[config.mk]
export PLATFORM = sky130hd
export DESIGN_NAME = pcs_regs
export DESIGN_NICKNAME = d
export VERILOG_FILES = /design/src/hw/pcs_pkg.sv /design/src/hw/pcs_port_status.sv /design/src/hw/pcs_regs.sv
export SDC_FILE = /design/constraint.sdc
export NUM_CORES = 1
export LEC_CHECK = 0
export ABC_AREA = 1
export ABC_CLOCK_PERIOD_IN_PS = 1500
export BUFFER_PORTS_ARGS = -buffer_cell sky130_fd_sc_hd__buf_2
export CAP_MARGIN = 20
export CORE_ASPECT_RATIO = 0.5
export CORE_UTILIZATION = 40
export DETAILED_ROUTE_END_ITERATION = 7
export GPL_TIMING_DRIVEN = 0
export PLACE_DENSITY = 0.71
export REMOVE_ABC_BUFFERS = 1
export SYNTH_ARGS = -nofsm -noshare
export SYNTH_HDL_FRONTEND = slang
export SYNTH_SLANG_ARGS = --single-unit
[constraint.sdc]
create_clock -name clock_in -period 1.5 [get_ports clock_in]
set_clock_uncertainty 0.15 [all_clocks]
set_input_delay 0.3 -clock clock_in [delete_from_list [all_inputs] [get_ports clock_in]]
set_output_delay 0.3 -clock clock_in [all_outputs]
set_load 0.05 [all_outputs]
[src/hw/pcs_pkg.sv]
// Overview of operation
// - Three-bit writable power class, reset 000, loaded from strap pins after reset release, drives self-ID power.
// - Codes 000-011: no power, or self-powered giving 15, 30, 45 W.
// - Codes 100-111: bus-powered using 1 W, needing 0, 2, 5, 9 W more.
// - Read-only delay spread field, reset zero, meaning (value+1)*20 ns.
// - Resume enable bit, reset zero, lets resume start set the port event flag.
// - Writing one to short reset request arbitrates then short-resets; bit self-clears.
// - Loop detect flag resets zero, cleared by writing one.
// - Cable power loss flag sets on present bit falling; write one clears.
// - Arbitration timeout flag, reset zero, cleared by writing one.
// - Port event sets when enabled port's connected, bias, disabled or error changes.
// - Port event also sets on resume start when enabled; reset zero; write one clears.
// - Arbitration acceleration enable bit, reset zero, turns on accelerated arbitration.
// - Three-bit page choice, reset 000, selects page shown at window 1000b-1001b.
// - Four-bit port choice, reset 0000, selects port shown in per-port pages.
// - Page zero shows line states, child, connected, bias, disabled; then speed, enable, error.
// - Per-port change enable, reset zero, permits port event on status changes.
// - Per-port error sets on suspend or resume error; write one clears.
package pcs_pkg;
    localparam int PCS_NUM_PORTS = 3;

    // Register indices; byte address is four times the index
    localparam logic [3:0] PCS_IDX_PWR = 4'h4;
    localparam logic [3:0] PCS_IDX_EVT = 4'h5;
    localparam logic [3:0] PCS_IDX_SEL = 4'h7;
    localparam logic [3:0] PCS_IDX_PSTAT = 4'h8;
    localparam logic [3:0] PCS_IDX_PCTRL = 4'h9;

    // Power class and delay spread register
    localparam int PCS_PWR_LSB = 0;
    localparam int PCS_JIT_LSB = 3;
    localparam logic [2:0] PCS_JITTER_VALUE = 3'h0;

    // Event and control register
    localparam int PCS_EV_RESUME_EN = 7;
    localparam int PCS_EV_SHORT_RST = 6;
    localparam int PCS_EV_LOOP = 5;
    localparam int PCS_EV_PWR_FAIL = 4;
    localparam int PCS_EV_TIMEOUT = 3;
    localparam int PCS_EV_PORT_EVT = 2;
    localparam int PCS_EV_ACCEL = 1;
    localparam int PCS_EV_MULTI = 0;

    // Page and port select register
    localparam int PCS_SEL_PAGE_LSB = 5;
    localparam int PCS_SEL_PORT_LSB = 0;
    localparam logic [2:0] PCS_PAGE_RESET = 3'h0;
    localparam logic [3:0] PCS_PORT_RESET = 4'h0;
    localparam logic [2:0] PCS_PAGE_STATUS = 3'h0;

    // Port status page, first byte
    localparam int PCS_PS_ASTAT_LSB = 6;
    localparam int PCS_PS_BSTAT_LSB = 4;
    localparam int PCS_PS_CHILD = 3;
    localparam int PCS_PS_CONN = 2;
    localparam int PCS_PS_BIAS = 1;
    localparam int PCS_PS_DIS = 0;

    // Port status page, second byte
    localparam int PCS_PC_SPEED_LSB = 5;
    localparam int PCS_PC_INT_EN = 4;
    localparam int PCS_PC_FAULT = 3;

    localparam logic [1:0] PCS_HTRANS_NONSEQ_BIT = 2'h2;
    localparam logic [1:0] PCS_HRESP_OKAY = 2'h0;
    localparam logic [1:0] PCS_STRAP_SETTLE = 2'h3;
endpackage

[src/hw/pcs_port_status.sv]
`timescale 1ns/1ns
module pcs_port_status
    import pcs_pkg::*;
(
    input wire logic clock_in,
    input wire logic nrst_in,
    input wire logic connected_in,
    input wire logic bias_in,
    input wire logic fault_event_in,
    input wire logic wr_status_in,
    input wire logic wr_ctrl_in,
    input wire logic [7:0] wdata_in,
    output logic disabled_out,
    output logic int_enable_out,
    output logic fault_out,
    output logic change_event_out
);
    logic prev_connected;
    logic prev_bias;
    logic prev_disabled;
    logic prev_fault;

    always_ff @(posedge clock_in) begin
        if (!nrst_in) begin
            disabled_out <= 1'b0;
        end else if (wr_status_in) begin
            disabled_out <= wdata_in[PCS_PS_DIS];
        end
    end

    always_ff @(posedge clock_in) begin
        if (!nrst_in) begin
            int_enable_out <= 1'b0;
        end else if (wr_ctrl_in) begin
            int_enable_out <= wdata_in[PCS_PC_INT_EN];
        end
    end

    // Error flag: new error wins over a clearing write
    always_ff @(posedge clock_in) begin
        if (!nrst_in) begin
            fault_out <= 1'b0;
        end else begin
            fault_out <= (fault_out & ~(wr_ctrl_in & wdata_in[PCS_PC_FAULT]))
                | fault_event_in;
        end
    end

    always_ff @(posedge clock_in) begin
        if (!nrst_in) begin
            prev_connected <= 1'b0;
            prev_bias <= 1'b0;
            prev_disabled <= 1'b0;
            prev_fault <= 1'b0;
        end else begin
            prev_connected <= connected_in;
            prev_bias <= bias_in;
            prev_disabled <= disabled_out;
            prev_fault <= fault_out;
        end
    end

    always_ff @(posedge clock_in) begin
        if (!nrst_in) begin
            change_event_out <= 1'b0;
        end else begin
            change_event_out <= int_enable_out & ((prev_connected ^ connected_in)
                | (prev_bias ^ bias_in) | (prev_disabled ^ disabled_out)
                | (prev_fault ^ fault_out));
        end
    end
endmodule

[src/hw/pcs_regs.sv]
`timescale 1ns/1ns
module pcs_regs
    import pcs_pkg::*;
(
    input wire logic clock_in,
    input wire logic nrst_in,

    input wire logic hsel_in,
    input wire logic [31:0] haddr_in,
    input wire logic [1:0] htrans_in,
    input wire logic hwrite_in,
    input wire logic [2:0] hsize_in,
    input wire logic [31:0] hwdata_in,
    input wire logic hready_in,
    output logic [31:0] hrdata_out,
    output logic hreadyout_out,
    output logic [1:0] hresp_out,

    input wire logic [2:0] power_class_strap_pins_in,
    input wire logic cable_power_present_in,

    input wire logic [PCS_NUM_PORTS-1:0][1:0] port_astat_in,
    input wire logic [PCS_NUM_PORTS-1:0][1:0] port_bstat_in,
    input wire logic [PCS_NUM_PORTS-1:0] port_child_in,
    input wire logic [PCS_NUM_PORTS-1:0] port_connected_in,
    input wire logic [PCS_NUM_PORTS-1:0] port_bias_in,
    input wire logic [PCS_NUM_PORTS-1:0][2:0] port_speed_in,
    input wire logic [PCS_NUM_PORTS-1:0] port_fault_event_in,
    input wire logic [PCS_NUM_PORTS-1:0] port_resume_start_in,

    input wire logic loop_detect_in,
    input wire logic arb_timeout_in,
    input wire logic short_reset_done_in,

    output logic [2:0] power_class_out,
    output logic short_reset_request_out,
    output logic arb_accel_enable_out,
    output logic multi_speed_enable_out,
    output logic [PCS_NUM_PORTS-1:0] port_disabled_out
);
    // ************************************************************
    // Bus slave state
    // ************************************************************
    logic dp_write, dp_read;
    logic [3:0] dp_index;
    logic addr_mapped;
    logic take_transfer;
    logic [7:0] wbyte;
    logic [7:0] next_rdata;

    // ************************************************************
    // Register state
    // ************************************************************
    logic [2:0] pwr_class;
    logic resume_enable;
    logic loop_flag, pwr_fail_flag, timeout_flag, port_event_flag;
    logic accel_enable;
    logic multi_enable;
    logic [2:0] page_select;
    logic [3:0] port_select;

    logic wr_pwr, wr_evt, wr_sel, wr_pstat, wr_pctrl;
    logic port_page_ok;

    logic [2:0] strap_s1, strap_s2, strap_s3;
    logic [1:0] strap_count;
    logic strap_loaded;

    logic ps_s1, ps_s2, ps_s3;
    logic ps_state;
    logic ps_fall;

    logic [PCS_NUM_PORTS-1:0] pp_disabled;
    logic [PCS_NUM_PORTS-1:0] pp_int_enable;
    logic [PCS_NUM_PORTS-1:0] pp_fault;
    logic [PCS_NUM_PORTS-1:0] pp_change;
    logic [PCS_NUM_PORTS-1:0] pp_wr_status, pp_wr_ctrl;

    // ************************************************************
    // AHB-Lite slave
    // ************************************************************
    assign take_transfer = hsel_in & hready_in & htrans_in[1];
    assign addr_mapped = (haddr_in[31:6] == 26'h0) & (haddr_in[1:0] == 2'h0);
    assign wbyte = hwdata_in[7:0];

    always_ff @(posedge clock_in) begin
        if (!nrst_in) begin
            dp_write <= 1'b0;
            dp_read <= 1'b0;
            dp_index <= 4'h0;
        end else begin
            dp_write <= take_transfer & hwrite_in & addr_mapped;
            dp_read <= take_transfer & ~hwrite_in;
            if (take_transfer) begin
                dp_index <= addr_mapped ? haddr_in[5:2] : 4'hF;
            end
        end
    end

    // Reads take one wait state so a read right after a write sees it
    always_ff @(posedge clock_in) begin
        if (!nrst_in) begin
            hreadyout_out <= 1'b1;
        end else begin
            hreadyout_out <= ~(take_transfer & ~hwrite_in);
        end
        hresp_out <= PCS_HRESP_OKAY;
    end

    always_ff @(posedge clock_in) begin
        if (!nrst_in) begin
            hrdata_out <= 32'h0;
        end else if (dp_read) begin
            hrdata_out <= {24'h0, next_rdata};
        end
    end

    assign wr_pwr = dp_write & (dp_index == PCS_IDX_PWR);
    assign wr_evt = dp_write & (dp_index == PCS_IDX_EVT);
    assign wr_sel = dp_write & (dp_index == PCS_IDX_SEL);
    assign port_page_ok = (page_select == PCS_PAGE_STATUS)
        & (port_select < 4'(PCS_NUM_PORTS));
    assign wr_pstat = dp_write & (dp_index == PCS_IDX_PSTAT) & port_page_ok;
    assign wr_pctrl = dp_write & (dp_index == PCS_IDX_PCTRL) & port_page_ok;

    // ************************************************************
    // Read multiplexer
    // ************************************************************
    always_comb begin
        next_rdata = 8'h0;
        case (dp_index)
            PCS_IDX_PWR: begin
                next_rdata[PCS_PWR_LSB +: 3] = pwr_class;
                next_rdata[PCS_JIT_LSB +: 3] = PCS_JITTER_VALUE;
            end
            PCS_IDX_EVT: begin
                next_rdata[PCS_EV_RESUME_EN] = resume_enable;
                next_rdata[PCS_EV_SHORT_RST] = short_reset_request_out;
                next_rdata[PCS_EV_LOOP] = loop_flag;
                next_rdata[PCS_EV_PWR_FAIL] = pwr_fail_flag;
                next_rdata[PCS_EV_TIMEOUT] = timeout_flag;
                next_rdata[PCS_EV_PORT_EVT] = port_event_flag;
                next_rdata[PCS_EV_ACCEL] = accel_enable;
                next_rdata[PCS_EV_MULTI] = multi_enable;
            end
            PCS_IDX_SEL: begin
                next_rdata[PCS_SEL_PAGE_LSB +: 3] = page_select;
                next_rdata[PCS_SEL_PORT_LSB +: 4] = port_select;
            end
            PCS_IDX_PSTAT: begin
                if (port_page_ok) begin
                    next_rdata[PCS_PS_ASTAT_LSB +: 2] = port_astat_in[port_select[1:0]];
                    next_rdata[PCS_PS_BSTAT_LSB +: 2] = port_bstat_in[port_select[1:0]];
                    next_rdata[PCS_PS_CHILD] = port_child_in[port_select[1:0]];
                    next_rdata[PCS_PS_CONN] = port_connected_in[port_select[1:0]];
                    next_rdata[PCS_PS_BIAS] = port_bias_in[port_select[1:0]];
                    next_rdata[PCS_PS_DIS] = pp_disabled[port_select[1:0]];
                end
            end
            PCS_IDX_PCTRL: begin
                if (port_page_ok) begin
                    next_rdata[PCS_PC_SPEED_LSB +: 3] = port_speed_in[port_select[1:0]];
                    next_rdata[PCS_PC_INT_EN] = pp_int_enable[port_select[1:0]];
                    next_rdata[PCS_PC_FAULT] = pp_fault[port_select[1:0]];
                end
            end
            default: begin
                next_rdata = 8'h0;
            end
        endcase
    end

    // ************************************************************
    // Power class with strap load
    // ************************************************************
    always_ff @(posedge clock_in) begin
        if (!nrst_in) begin
            strap_s1 <= 3'h0;
            strap_s2 <= 3'h0;
            strap_s3 <= 3'h0;
        end else begin
            strap_s1 <= power_class_strap_pins_in;
            strap_s2 <= strap_s1;
            strap_s3 <= strap_s2;
        end
    end

    // Straps are caught once the synchroniser has filled after release
    always_ff @(posedge clock_in) begin
        if (!nrst_in) begin
            strap_count <= 2'h0;
            strap_loaded <= 1'b0;
        end else if (strap_count != PCS_STRAP_SETTLE) begin
            strap_count <= strap_count + 2'h1;
        end else if (strap_s2 == strap_s3) begin
            strap_loaded <= 1'b1;
        end
    end

    // Software write wins over the one-time strap load
    always_ff @(posedge clock_in) begin
        if (!nrst_in) begin
            pwr_class <= 3'h0;
        end else if (wr_pwr) begin
            pwr_class <= wbyte[PCS_PWR_LSB +: 3];
        end else if (!strap_loaded && strap_count == PCS_STRAP_SETTLE
                     && strap_s2 == strap_s3) begin
            pwr_class <= strap_s3;
        end
    end

    always_ff @(posedge clock_in) begin
        if (!nrst_in) begin
            power_class_out <= 3'h0;
        end else begin
            power_class_out <= pwr_class;
        end
    end

    // ************************************************************
    // Cable power monitor
    // ************************************************************
    always_ff @(posedge clock_in) begin
        if (!nrst_in) begin
            ps_s1 <= 1'b0;
            ps_s2 <= 1'b0;
            ps_s3 <= 1'b0;
        end else begin
            ps_s1 <= cable_power_present_in;
            ps_s2 <= ps_s1;
            ps_s3 <= ps_s2;
        end
    end

    // Starts low so power present at start-up raises no false loss
    always_ff @(posedge clock_in) begin
        if (!nrst_in) begin
            ps_state <= 1'b0;
        end else if (ps_s2 == ps_s3) begin
            ps_state <= ps_s3;
        end
    end

    assign ps_fall = ps_state & ~ps_s2 & ~ps_s3;

    // ************************************************************
    // Event and control register
    // ************************************************************
    always_ff @(posedge clock_in) begin
        if (!nrst_in) begin
            resume_enable <= 1'b0;
            accel_enable <= 1'b0;
            multi_enable <= 1'b0;
        end else if (wr_evt) begin
            resume_enable <= wbyte[PCS_EV_RESUME_EN];
            accel_enable <= wbyte[PCS_EV_ACCEL];
            multi_enable <= wbyte[PCS_EV_MULTI];
        end
    end

    // Held until the arbiter reports the short reset is issued
    always_ff @(posedge clock_in) begin
        if (!nrst_in) begin
            short_reset_request_out <= 1'b0;
        end else if (wr_evt && wbyte[PCS_EV_SHORT_RST]) begin
            short_reset_request_out <= 1'b1;
        end else if (short_reset_done_in) begin
            short_reset_request_out <= 1'b0;
        end
    end

    // Flags: writing zero keeps them, a same-cycle event beats the clear
    always_ff @(posedge clock_in) begin
        if (!nrst_in) begin
            loop_flag <= 1'b0;
        end else begin
            loop_flag <= (loop_flag & ~(wr_evt & wbyte[PCS_EV_LOOP]))
                | loop_detect_in;
        end
    end

    always_ff @(posedge clock_in) begin
        if (!nrst_in) begin
            pwr_fail_flag <= 1'b0;
        end else begin
            pwr_fail_flag <= (pwr_fail_flag & ~(wr_evt & wbyte[PCS_EV_PWR_FAIL]))
                | ps_fall;
        end
    end

    always_ff @(posedge clock_in) begin
        if (!nrst_in) begin
            timeout_flag <= 1'b0;
        end else begin
            timeout_flag <= (timeout_flag & ~(wr_evt & wbyte[PCS_EV_TIMEOUT]))
                | arb_timeout_in;
        end
    end

    always_ff @(posedge clock_in) begin
        if (!nrst_in) begin
            port_event_flag <= 1'b0;
        end else begin
            port_event_flag <= (port_event_flag & ~(wr_evt & wbyte[PCS_EV_PORT_EVT]))
                | (|pp_change)
                | (resume_enable & (|port_resume_start_in));
        end
    end

    always_ff @(posedge clock_in) begin
        if (!nrst_in) begin
            arb_accel_enable_out <= 1'b0;
            multi_speed_enable_out <= 1'b0;
        end else begin
            arb_accel_enable_out <= accel_enable;
            multi_speed_enable_out <= multi_enable;
        end
    end

    // ************************************************************
    // Page and port select
    // ************************************************************
    always_ff @(posedge clock_in) begin
        if (!nrst_in) begin
            page_select <= PCS_PAGE_RESET;
            port_select <= PCS_PORT_RESET;
        end else if (wr_sel) begin
            page_select <= wbyte[PCS_SEL_PAGE_LSB +: 3];
            port_select <= wbyte[PCS_SEL_PORT_LSB +: 4];
        end
    end

    // ************************************************************
    // Per-port status
    // ************************************************************
    genvar gp;
    generate
        for (gp = 0; gp < PCS_NUM_PORTS; gp++) begin : g_port
            assign pp_wr_status[gp] = wr_pstat & (port_select == 4'(gp));
            assign pp_wr_ctrl[gp] = wr_pctrl & (port_select == 4'(gp));
            pcs_port_status u_port (
                .clock_in(clock_in),
                .nrst_in(nrst_in),
                .connected_in(port_connected_in[gp]),
                .bias_in(port_bias_in[gp]),
                .fault_event_in(port_fault_event_in[gp]),
                .wr_status_in(pp_wr_status[gp]),
                .wr_ctrl_in(pp_wr_ctrl[gp]),
                .wdata_in(wbyte),
                .disabled_out(pp_disabled[gp]),
                .int_enable_out(pp_int_enable[gp]),
                .fault_out(pp_fault[gp]),
                .change_event_out(pp_change[gp])
            );
        end
    endgenerate

    always_ff @(posedge clock_in) begin
        if (!nrst_in) begin
            port_disabled_out <= '0;
        end else begin
            port_disabled_out <= pp_disabled;
        end
    end
endmodule

==> impl_results.html, run 1 <==
<table>
<tr><th>Metric</th><th>Value</th></tr>
<tr><th colspan="2">Status</th></tr>
<tr><td>Result of the run</td><td>finished with violations</td></tr>
<tr><td>Violated checks</td><td>design-rule violations, negative setup slack</td></tr>
<tr><th colspan="2">Layout</th></tr>
<tr><td>Most used cells in the layout excluding fill and tap cells</td><td>sky130_fd_sc_hd__nand2_1, sky130_fd_sc_hd__buf_2, sky130_fd_sc_hd__dfxtp_1, sky130_fd_sc_hd__inv_1, sky130_fd_sc_hd__nor2_1</td></tr>
<tr><td>Layout net count</td><td>793</td></tr>
<tr><td>Area overhead of the layout relative to synthesis</td><td>34.2%</td></tr>
<tr><td>Fillers</td><td>825</td></tr>
<tr><td>Area of the multi-input gates</td><td>0.00191 mm²</td></tr>
<tr><td>Share of final-layout standard cells stronger than drive strength 1</td><td>28.4%</td></tr>
<tr><td>Final design instance area without fill</td><td>0.00502 mm²</td></tr>
<tr><td>Most frequent standard cell in the layout excluding fill and tap cells</td><td>sky130_fd_sc_hd__nand2_1</td></tr>
<tr><td>Diodes inserted</td><td>0</td></tr>
<tr><td>FF/Latch Area</td><td>0.00158 mm²</td></tr>
<tr><th colspan="2">Drt</th></tr>
<tr><td>Total number of vias</td><td>3,800</td></tr>
<tr><td>Number of violations reported at the end of detailed-routing iteration 0</td><td>181</td></tr>
<tr><td>Detailed-route vias per instance</td><td>4.77</td></tr>
<tr><td>Detailed-route wire length per cell</td><td>12.5 µm</td></tr>
<tr><td>Post-route ant nets</td><td>0</td></tr>
<tr><td>Pre-Repair DR Iteration Count</td><td>7</td></tr>
<tr><td>DRC violation count after routing</td><td>6</td></tr>
<tr><td>WL final</td><td>9950 µm</td></tr>
<tr><th colspan="2">Global routing</th></tr>
<tr><td>Overall overflow remaining after global route</td><td>0</td></tr>
<tr><td>Tot GR Track Use</td><td>19.6%</td></tr>
<tr><td>Pin count of the biggest net entering global routing</td><td>60</td></tr>
<tr><td>Wire length of the first global-routing pass</td><td>15,200 µm</td></tr>
<tr><td>Vias in the first global route</td><td>3,284</td></tr>
<tr><td>Initial antenna violation count</td><td>0</td></tr>
<tr><th colspan="2">Placed design</th></tr>
<tr><td>Port Buffer Count</td><td>106</td></tr>
<tr><td>Global placement routability congestion</td><td>0.830</td></tr>
<tr><td>HPWL after DPL</td><td>6560 µm</td></tr>
<tr><td>Instance area at placement</td><td>0.00424 mm²</td></tr>
<tr><th colspan="2">Setup path</th></tr>
<tr><td>Critical Path Fanout Max</td><td>5</td></tr>
<tr><td>R2R setup slack</td><td>-40 ps</td></tr>
<tr><td>Depth of the most critical reg-to-reg path</td><td>6</td></tr>
<tr><td>Endpoint arrival time on the critical path</td><td>1620 ps</td></tr>
<tr><td>Slowest cell delay on critical path</td><td>390 ps</td></tr>
<tr><td>Worst Path Class, Setup</td><td>reg2reg</td></tr>
<tr><td>Required time of the worst setup path</td><td>1580 ps</td></tr>
<tr><td>Cell chain of the critical path</td><td>inv_4, nor2_4, nor3b_4, nand3_2, o21ai_2, nand2_1</td></tr>
<tr><td>Cell type of the slowest stage on the worst timing path</td><td>sky130_fd_sc_hd__dfxtp_4</td></tr>
<tr><td>Critical path startpoint category</td><td>flop</td></tr>
<tr><td>Crit. End Element</td><td>flop</td></tr>
<tr><th colspan="2">Yosys</th></tr>
<tr><td>Average cell area after synthesis</td><td>6.80 µm²</td></tr>
<tr><td>Top-area cell type share of the netlist area</td><td>41.7%</td></tr>
<tr><td>Count of state elements after synthesis</td><td>78</td></tr>
<tr><td>Distinct cells, synth</td><td>29</td></tr>
<tr><td>Sequential cell area fraction in the yosys report</td><td>41.7%</td></tr>
<tr><td>Summed instance area of the synthesized netlist</td><td>0.00374 mm²</td></tr>
<tr><td>Post-Syn Instances</td><td>550</td></tr>
<tr><td>Top FF cell, synth</td><td>sky130_fd_sc_hd__dfxtp_1</td></tr>
<tr><td>Dominant cells by area after synthesis</td><td>sky130_fd_sc_hd__dfxtp_1, sky130_fd_sc_hd__nand2_1, sky130_fd_sc_hd__nand3_1</td></tr>
<tr><td>YS warnings</td><td>0</td></tr>
<tr><td>Number of enable flip-flop cells after synthesis</td><td>0</td></tr>
<tr><td>Ys async rst share</td><td>0%</td></tr>
<tr><td>Cell taking the most area after synthesis</td><td>sky130_fd_sc_hd__dfxtp_1</td></tr>
<tr><th colspan="2">Run</th></tr>
<tr><td>Max-cap violations</td><td>0</td></tr>
<tr><th colspan="2">Clocking</th></tr>
<tr><td>Number of levels the H-tree was split into</td><td>3</td></tr>
<tr><td>CTS Buf Count</td><td>9</td></tr>
<tr><td>Clock network latency to the later pin of the worst-skew pair</td><td>340 ps</td></tr>
<tr><td>Clock root buffer</td><td>sky130_fd_sc_hd__clkbuf_16</td></tr>
<tr><td>CTS tree</td><td>yes</td></tr>
<tr><td>Max Root-Sink Buffers</td><td>2</td></tr>
<tr><td>Clock-pin slew reported for the worst setup and hold paths after clock tree synthesis</td><td>60 ps</td></tr>
<tr><td>CTS Sinks</td><td>78</td></tr>
<tr><th colspan="2">Pwr</th></tr>
<tr><td>Switching part of the total</td><td>25.0%</td></tr>
<tr><td>Part of the total power dissipated in the clock network</td><td>44.6%</td></tr>
<tr><td>Sequential Power Share</td><td>43.0%</td></tr>
<tr><td>Standby leakage power</td><td>2.52 nW</td></tr>
<tr><td>Reported net switching power</td><td>1.28 mW</td></tr>
<tr><td>Combinational Power Share</td><td>12.4%</td></tr>
<tr><td>Power per unit of standard cell area</td><td>1020 mW/mm²</td></tr>
<tr><td>Internal power of the cells</td><td>3.84 mW</td></tr>
<tr><td>Peak ir drop on the vdd network</td><td>538 µV</td></tr>
<tr><th colspan="2">Timing</th></tr>
<tr><td>Fin Hold WS</td><td>5.74 ps</td></tr>
<tr><td>Fmax</td><td>0.649 GHz</td></tr>
<tr><td>RSZ-0062 raised after global routing</td><td>true</td></tr>
<tr><td>Setup violators final</td><td>5</td></tr>
<tr><td>Final critical path time including I/O delays and setup</td><td>1540 ps</td></tr>
<tr><td>Final hold viol count</td><td>0</td></tr>
<tr><td>Tcrit/Tclk final</td><td>103%</td></tr>
<tr><td>Number of max-slew violations in the final report</td><td>0</td></tr>
<tr><td>Worst setup margin</td><td>-40.1 ps</td></tr>
<tr><th colspan="2">Floorplanning</th></tr>
<tr><td>Width of the die</td><td>139 µm</td></tr>
<tr><td>Die footprint</td><td>0.00977 mm²</td></tr>
<tr><td>Rows</td><td>24</td></tr>
<tr><td>Initial cell density of the core</td><td>42.1%</td></tr>
<tr><td># IOs</td><td>161</td></tr>
<tr><td>Height of the die</td><td>70.4 µm</td></tr>
<tr><td>Core region area</td><td>0.00889 mm²</td></tr>
<tr><th colspan="2">Hold path</th></tr>
<tr><td>Number of cells traversed by the worst hold path</td><td>3</td></tr>
<tr><td>Hold WC Path Type</td><td>in2reg</td></tr>
</table>
[flip-flops by register name, indices dropped and copies added (netlist names), 2 cells and up]
signal and cells:
port_disabled_out 2, dp_index 4, g_port.u_port.prev_fault 3, g_port.u_port.fault_out 3, page_select 3, g_port.u_port.prev_bias 3, g_port.u_port.disabled_out 3, strap_s3 3
g_port.u_port.change_event_out 3, g_port.u_port.int_enable_out 3, strap_s2 3, strap_s1 3, port_select 4, strap_count 2, pwr_class 3, hrdata_out 8
power_class_out 3, g_port.u_port.prev_connected 3
[cell type report]
cell class	instances	share of cell area (%)
Tap cell	117	2.92
Timing Repair Buffer	132	15.2
Clock buffer	13	5.58
Inverter	74	5.86
Sequential cell	78	31.5
Multi-Input combinational cell	380	38.1
Clock inverter	3	0.797
[kinds of logic after synthesis]
| kind of cell | synth area share (%) |
|---|---|
| and+or+nand+nor | 31.8 |
| buffers and inverters | 15.1 |
| DFF | 41.7 |
| AOI/OAI and AO/OA | 8.60 |
| xor gates and xnor gates | 2.34 |
| adders and majority gates | 0.334 |
| other | 0.100 |
[cells in the mapped netlist, drive strengths merged, types with 2 or more instances]
cell type and count:
nor2 68, a21oi 27, dfxtp 78, o211ai 2
nor3 11, nand4 8, nand2 134, xor2 5
inv 73, xnor2 5, nand3 55, buf 40
o21ai 27, a31oi 2, nor3b 2, clkbuf 4
or2 2
[metal layers]
layer	track usage (%)	up-vias	routed length, µm	share of wire, %
met5	0	-	0	0
met4	5.93	0	178	1.8
met3	5.01	17	596	6.0
met2	34.1	130	5030	51
met1	24.0	1721	4150	42
li1	-	1932	-	-
[worst max-delay path: cells and delay by family (launching register included)]
family | cells | cell delay, ps
simple gates | 4 | 680
flops | 1 | 390
compound gates | 1 | 160
buf+inv | 1 | 60
[worst paths after layout]
kind | start | to
setup / recovery | dp_index[0] | g_port[0].u_port.fault_out
hold / removal | port_fault_event_in[2] | g_port[2].u_port.fault_out
setup reg to reg | dp_index[0] | g_port[0].u_port.fault_out
hold reg to reg | strap_s1[2] | strap_s2[2]
[power by group through the flow]
stage               Sequential [mW]  Clock [mW]  Combinational [mW]
finish                         2.20        2.29               0.632
detailed placement             2.24           0               0.560
floorplan                      2.26           0               0.336
CTS                            2.20        2.32               0.600
global placement               2.24           0               0.549
global route                   2.21        2.41               0.694
[repair_timing]
action | in CTS | in global routing
gates cloned | 0 | 1
hold buffers | 5 | 0
hold endpoints to repair | 5 | 0
buffers inserted | 9 | 11
resized for setup | 39 | 36
endpoints found under the setup margin | 42 | 34
pin swaps | 8 | 15
[through the flow]
stage	total power, mW	setup slack [ps]	setup TNS, ps	cells	utilization (%)
2_1_floorplan	2.60	-402	-5640	531	-
3_3_place_gp	2.79	-1250	-31650	754	47.5
3_5_place_dp	2.80	-1290	-29770	755	47.6
4_1_cts	5.12	-6.64	-8.87	785	54.1
5_1_grt	5.32	-110	-856	797	56.5
6_report	5.12	-40.1	-83.5	797	56.5
Power figures use the tool's default switching activity.
==> run 2: changes to the inputs <==
--- a/config.mk
+++ b/config.mk
@@ -13,7 +13,7 @@
 export CORE_UTILIZATION = 40
 export DETAILED_ROUTE_END_ITERATION = 7
 export GPL_TIMING_DRIVEN = 0
-export PLACE_DENSITY = 0.71
+export PLACE_DENSITY = 0.72
 export REMOVE_ABC_BUFFERS = 1
 export SYNTH_ARGS = -nofsm -noshare
 export SYNTH_HDL_FRONTEND = slang
==> impl_results.html, run 2 (same netlist as run 1, synthesis figures left out) <==
<table>
<tr><th>Metric</th><th>Value</th></tr>
<tr><th colspan="2">Layout</th></tr>
<tr><td>Register bank with the most flops</td><td>hrdata_out</td></tr>
<tr><td>Most frequent standard cell in the layout excluding fill and tap cells</td><td>sky130_fd_sc_hd__nand2_1</td></tr>
<tr><td>Most used cells in the layout excluding fill and tap cells</td><td>sky130_fd_sc_hd__nand2_1, sky130_fd_sc_hd__buf_2, sky130_fd_sc_hd__dfxtp_1, sky130_fd_sc_hd__inv_1, sky130_fd_sc_hd__nor2_1</td></tr>
<tr><td>Share of final-layout standard cells stronger than drive strength 1</td><td>31.9% (+3.5 points)</td></tr>
<tr><td>Final design instance area without fill</td><td>0.00512 mm² (+2.1%)</td></tr>
<tr><td>Largest register FFs</td><td>8 (unchanged)</td></tr>
<tr><td>Area overhead of the layout relative to synthesis</td><td>37.0%</td></tr>
<tr><td>Layout net count</td><td>790 (-0.38%)</td></tr>
<tr><td>Biggest regs</td><td>hrdata_out x8, dp_index x4, port_select x4</td></tr>
<tr><td>Number of non-filler instances in the completed layout</td><td>794 (-0.38%)</td></tr>
<tr><td>Final core occ</td><td>57.7% (+1.2 points)</td></tr>
<tr><td>Diodes inserted</td><td>0 (unchanged)</td></tr>
<tr><th colspan="2">Clocking</th></tr>
<tr><td>CTS tree</td><td>yes</td></tr>
<tr><td>Max Root-Sink Buffers</td><td>2 (unchanged)</td></tr>
<tr><td>Clock-pin slew reported for the worst setup and hold paths after clock tree synthesis</td><td>60 ps (about the same)</td></tr>
<tr><td>Clock network latency to the later pin of the worst-skew pair</td><td>340 ps (about the same)</td></tr>
<tr><td>Clock root buffer</td><td>sky130_fd_sc_hd__clkbuf_16</td></tr>
<tr><td>Number of levels the H-tree was split into</td><td>3 (unchanged)</td></tr>
<tr><td>CTS Sinks</td><td>78 (unchanged)</td></tr>
<tr><td>CTS Buf Count</td><td>9 (unchanged)</td></tr>
<tr><th colspan="2">Timing</th></tr>
<tr><td>Slew @ Worst Pin</td><td>494 ps</td></tr>
<tr><td>Number of max-slew violations in the final report</td><td>0 (unchanged)</td></tr>
<tr><td>Fmax</td><td>0.643 GHz (-0.90%)</td></tr>
<tr><td>RSZ-0062 raised after global routing</td><td>true</td></tr>
<tr><td>Fin Hold WS</td><td>7.73 ps (+1.99 ps)</td></tr>
<tr><td>Relative slew margins</td><td>66.8%</td></tr>
<tr><td>Final hold viol count</td><td>0 (unchanged)</td></tr>
<tr><td>Worst setup margin</td><td>-54.1 ps (-14.0 ps)</td></tr>
<tr><td>Tcrit/Tclk final</td><td>104% (+0.93 points)</td></tr>
<tr><td>Final critical path time including I/O delays and setup</td><td>1550 ps (+14.0 ps)</td></tr>
<tr><td>Post-Route Setup TNS</td><td>-302 ps (-219 ps)</td></tr>
<tr><td>Setup violators final</td><td>8 (+3)</td></tr>
<tr><th colspan="2">Placed design</th></tr>
<tr><td>Placed insts</td><td>755 (unchanged)</td></tr>
<tr><td>Global placement routability congestion</td><td>0.806 (-2.9%)</td></tr>
<tr><td>Port Buffer Count</td><td>106 (unchanged)</td></tr>
<tr><td>Instance area at placement</td><td>0.00424 mm² (unchanged)</td></tr>
<tr><td>Worst setup timing slack at the placement stage</td><td>-1220 ps (+70.1 ps)</td></tr>
<tr><td>HPWL after DPL</td><td>6540 µm (-0.19%)</td></tr>
<tr><th colspan="2">Setup path</th></tr>
<tr><td>Required time of the worst setup path</td><td>1580 ps (about the same)</td></tr>
<tr><td>Reg2Reg Capture Point</td><td>g_port[0].u_port.fault_out</td></tr>
<tr><td>Endpoint arrival time on the critical path</td><td>1640 ps (+20 ps)</td></tr>
<tr><td>Critical Path Fanout Max</td><td>5 (unchanged)</td></tr>
<tr><td>Crit. End Element</td><td>flop</td></tr>
<tr><td>Slowest cell delay on critical path</td><td>410 ps (+20 ps)</td></tr>
<tr><td>Largest delay share family, worst path</td><td>simple AND/OR/NAND/NOR gates</td></tr>
<tr><td>Cell chain of the critical path</td><td>inv_4, nor2_4, nor3b_4, nand3_2, o21ai_2, nand2_1</td></tr>
<tr><td>Worst r2r src</td><td>dp_index[0]</td></tr>
<tr><td>R2R setup slack</td><td>-50 ps (about the same)</td></tr>
<tr><td>Worst Path Class, Setup</td><td>reg2reg</td></tr>
<tr><td>Depth of the most critical reg-to-reg path</td><td>6 (unchanged)</td></tr>
<tr><td>Cell depth of the worst setup path</td><td>6 (unchanged)</td></tr>
<tr><td>Crit path buf inv count</td><td>1 (unchanged)</td></tr>
<tr><td>Cell type of the slowest stage on the worst timing path</td><td>sky130_fd_sc_hd__dfxtp_4</td></tr>
<tr><td>Critical path startpoint category</td><td>flop</td></tr>
<tr><th colspan="2">Floorplanning</th></tr>
<tr><td>Core region area</td><td>0.00889 mm² (unchanged)</td></tr>
<tr><td># IOs</td><td>161 (unchanged)</td></tr>
<tr><td>Rows</td><td>24 (unchanged)</td></tr>
<tr><td>Width of the die</td><td>139 µm (unchanged)</td></tr>
<tr><td>Height of the die</td><td>70.4 µm (unchanged)</td></tr>
<tr><td>Die footprint</td><td>0.00977 mm² (unchanged)</td></tr>
<tr><td>Initial cell density of the core</td><td>42.1% (unchanged)</td></tr>
<tr><th colspan="2">Global routing</th></tr>
<tr><td>Initial antenna violation count</td><td>0 (unchanged)</td></tr>
<tr><td>Pin count of the biggest net entering global routing</td><td>60 (unchanged)</td></tr>
<tr><td>Overall overflow remaining after global route</td><td>0 (unchanged)</td></tr>
<tr><td>Wire length of the first global-routing pass</td><td>15,300 µm (+0.18%)</td></tr>
<tr><td>Vias in the first global route</td><td>3,370 (+2.6%)</td></tr>
<tr><td>Tot GR Track Use</td><td>19.8% (+0.16 points)</td></tr>
<tr><th colspan="2">Drt</th></tr>
<tr><td>Post-route ant nets</td><td>0 (unchanged)</td></tr>
<tr><td>Detailed-route vias per instance</td><td>4.79 (+0.51%)</td></tr>
<tr><td>DRC violation count after routing</td><td>11 (+5)</td></tr>
<tr><td>Total number of vias</td><td>3,805 (+0.13%)</td></tr>
<tr><td>Pre-Repair DR Iteration Count</td><td>7 (unchanged)</td></tr>
<tr><td>Number of violations reported at the end of detailed-routing iteration 0</td><td>246 (+36%)</td></tr>
<tr><td>Detailed-route wire length per cell</td><td>12.4 µm (-0.98%)</td></tr>
<tr><td>WL final</td><td>9820 µm (-1.4%)</td></tr>
<tr><th colspan="2">Hold path</th></tr>
<tr><td>Hold Crit Endpoint</td><td>dp_read</td></tr>
<tr><td>Number of cells traversed by the worst hold path</td><td>2 (-1)</td></tr>
<tr><td>Hold path startpoint</td><td>hwrite_in</td></tr>
<tr><td>Hold WC Path Type</td><td>in2reg</td></tr>
<tr><th colspan="2">Pwr</th></tr>
<tr><td>Power per unit of standard cell area</td><td>1020 mW/mm² (+0.22%)</td></tr>
<tr><td>Peak ir drop on the vdd network</td><td>634 µV (+18%)</td></tr>
<tr><td>Power, Total</td><td>5.24 mW (+2.3%)</td></tr>
<tr><td>Standby leakage power</td><td>2.55 nW (+1.2%)</td></tr>
<tr><th colspan="2">Run</th></tr>
<tr><td>Max-cap violations</td><td>0 (unchanged)</td></tr>
<tr><th colspan="2">Status</th></tr>
<tr><td>Violated checks</td><td>design-rule violations, negative setup slack</td></tr>
<tr><td>Result of the run</td><td>finished with violations</td></tr>
</table>
-- run 2: what timing repair did --
action                     4_1_cts  5_1_grt
cloned                           0        1
hold endpoints to repair         6        0
pin swaps                       10       29
setup buffers                    8        8
hold buffers                     6        0
setup endpoints to repair       42       34
resized for setup               43       61
-- run 2: routing by layer --
metal  global-route usage, %  wire length (µm)
met3                    4.66               623
met2                    35.1              4830
met1                    23.0              4130
met4                    8.77               232
met5                       0                 0
-- run 2: worst max path at each step --
| stage | from | to |
|---|---|---|
| after global placement | nrst_in | hreadyout_out |
| after floorplan | port_select[0] | g_port[0].u_port.fault_out |
| final | dp_index[0] | g_port[0].u_port.fault_out |
| after global routing | dp_index[0] | g_port[2].u_port.int_enable_out |
| after CTS | port_select[2] | g_port[0].u_port.fault_out |
| after detailed placement | nrst_in | hreadyout_out |
-- run 2: layout make-up --
cell class | count | area (µm²)
Sequential cell | 78 | 1580
Clock inverter | 6 | 93.8
Tap cell | 117 | 146
Multi-Input combinational cell | 380 | 2040
Timing Repair Buffer | 129 | 739
Fill cell | 794 | 3760
Inverter | 74 | 289
Clock buffer | 10 | 239
-- run 2: power breakdown --
| group | switching [mW] | leakage [nW] | internal (mW) |
|---|---|---|---|
| sequential | 0.0638 | 0.641 | 2.15 |
| combinational | 0.414 | 1.75 | 0.232 |
| clock | 0.869 | 0.159 | 1.51 |
| total | 1.35 | 2.55 | 3.89 |
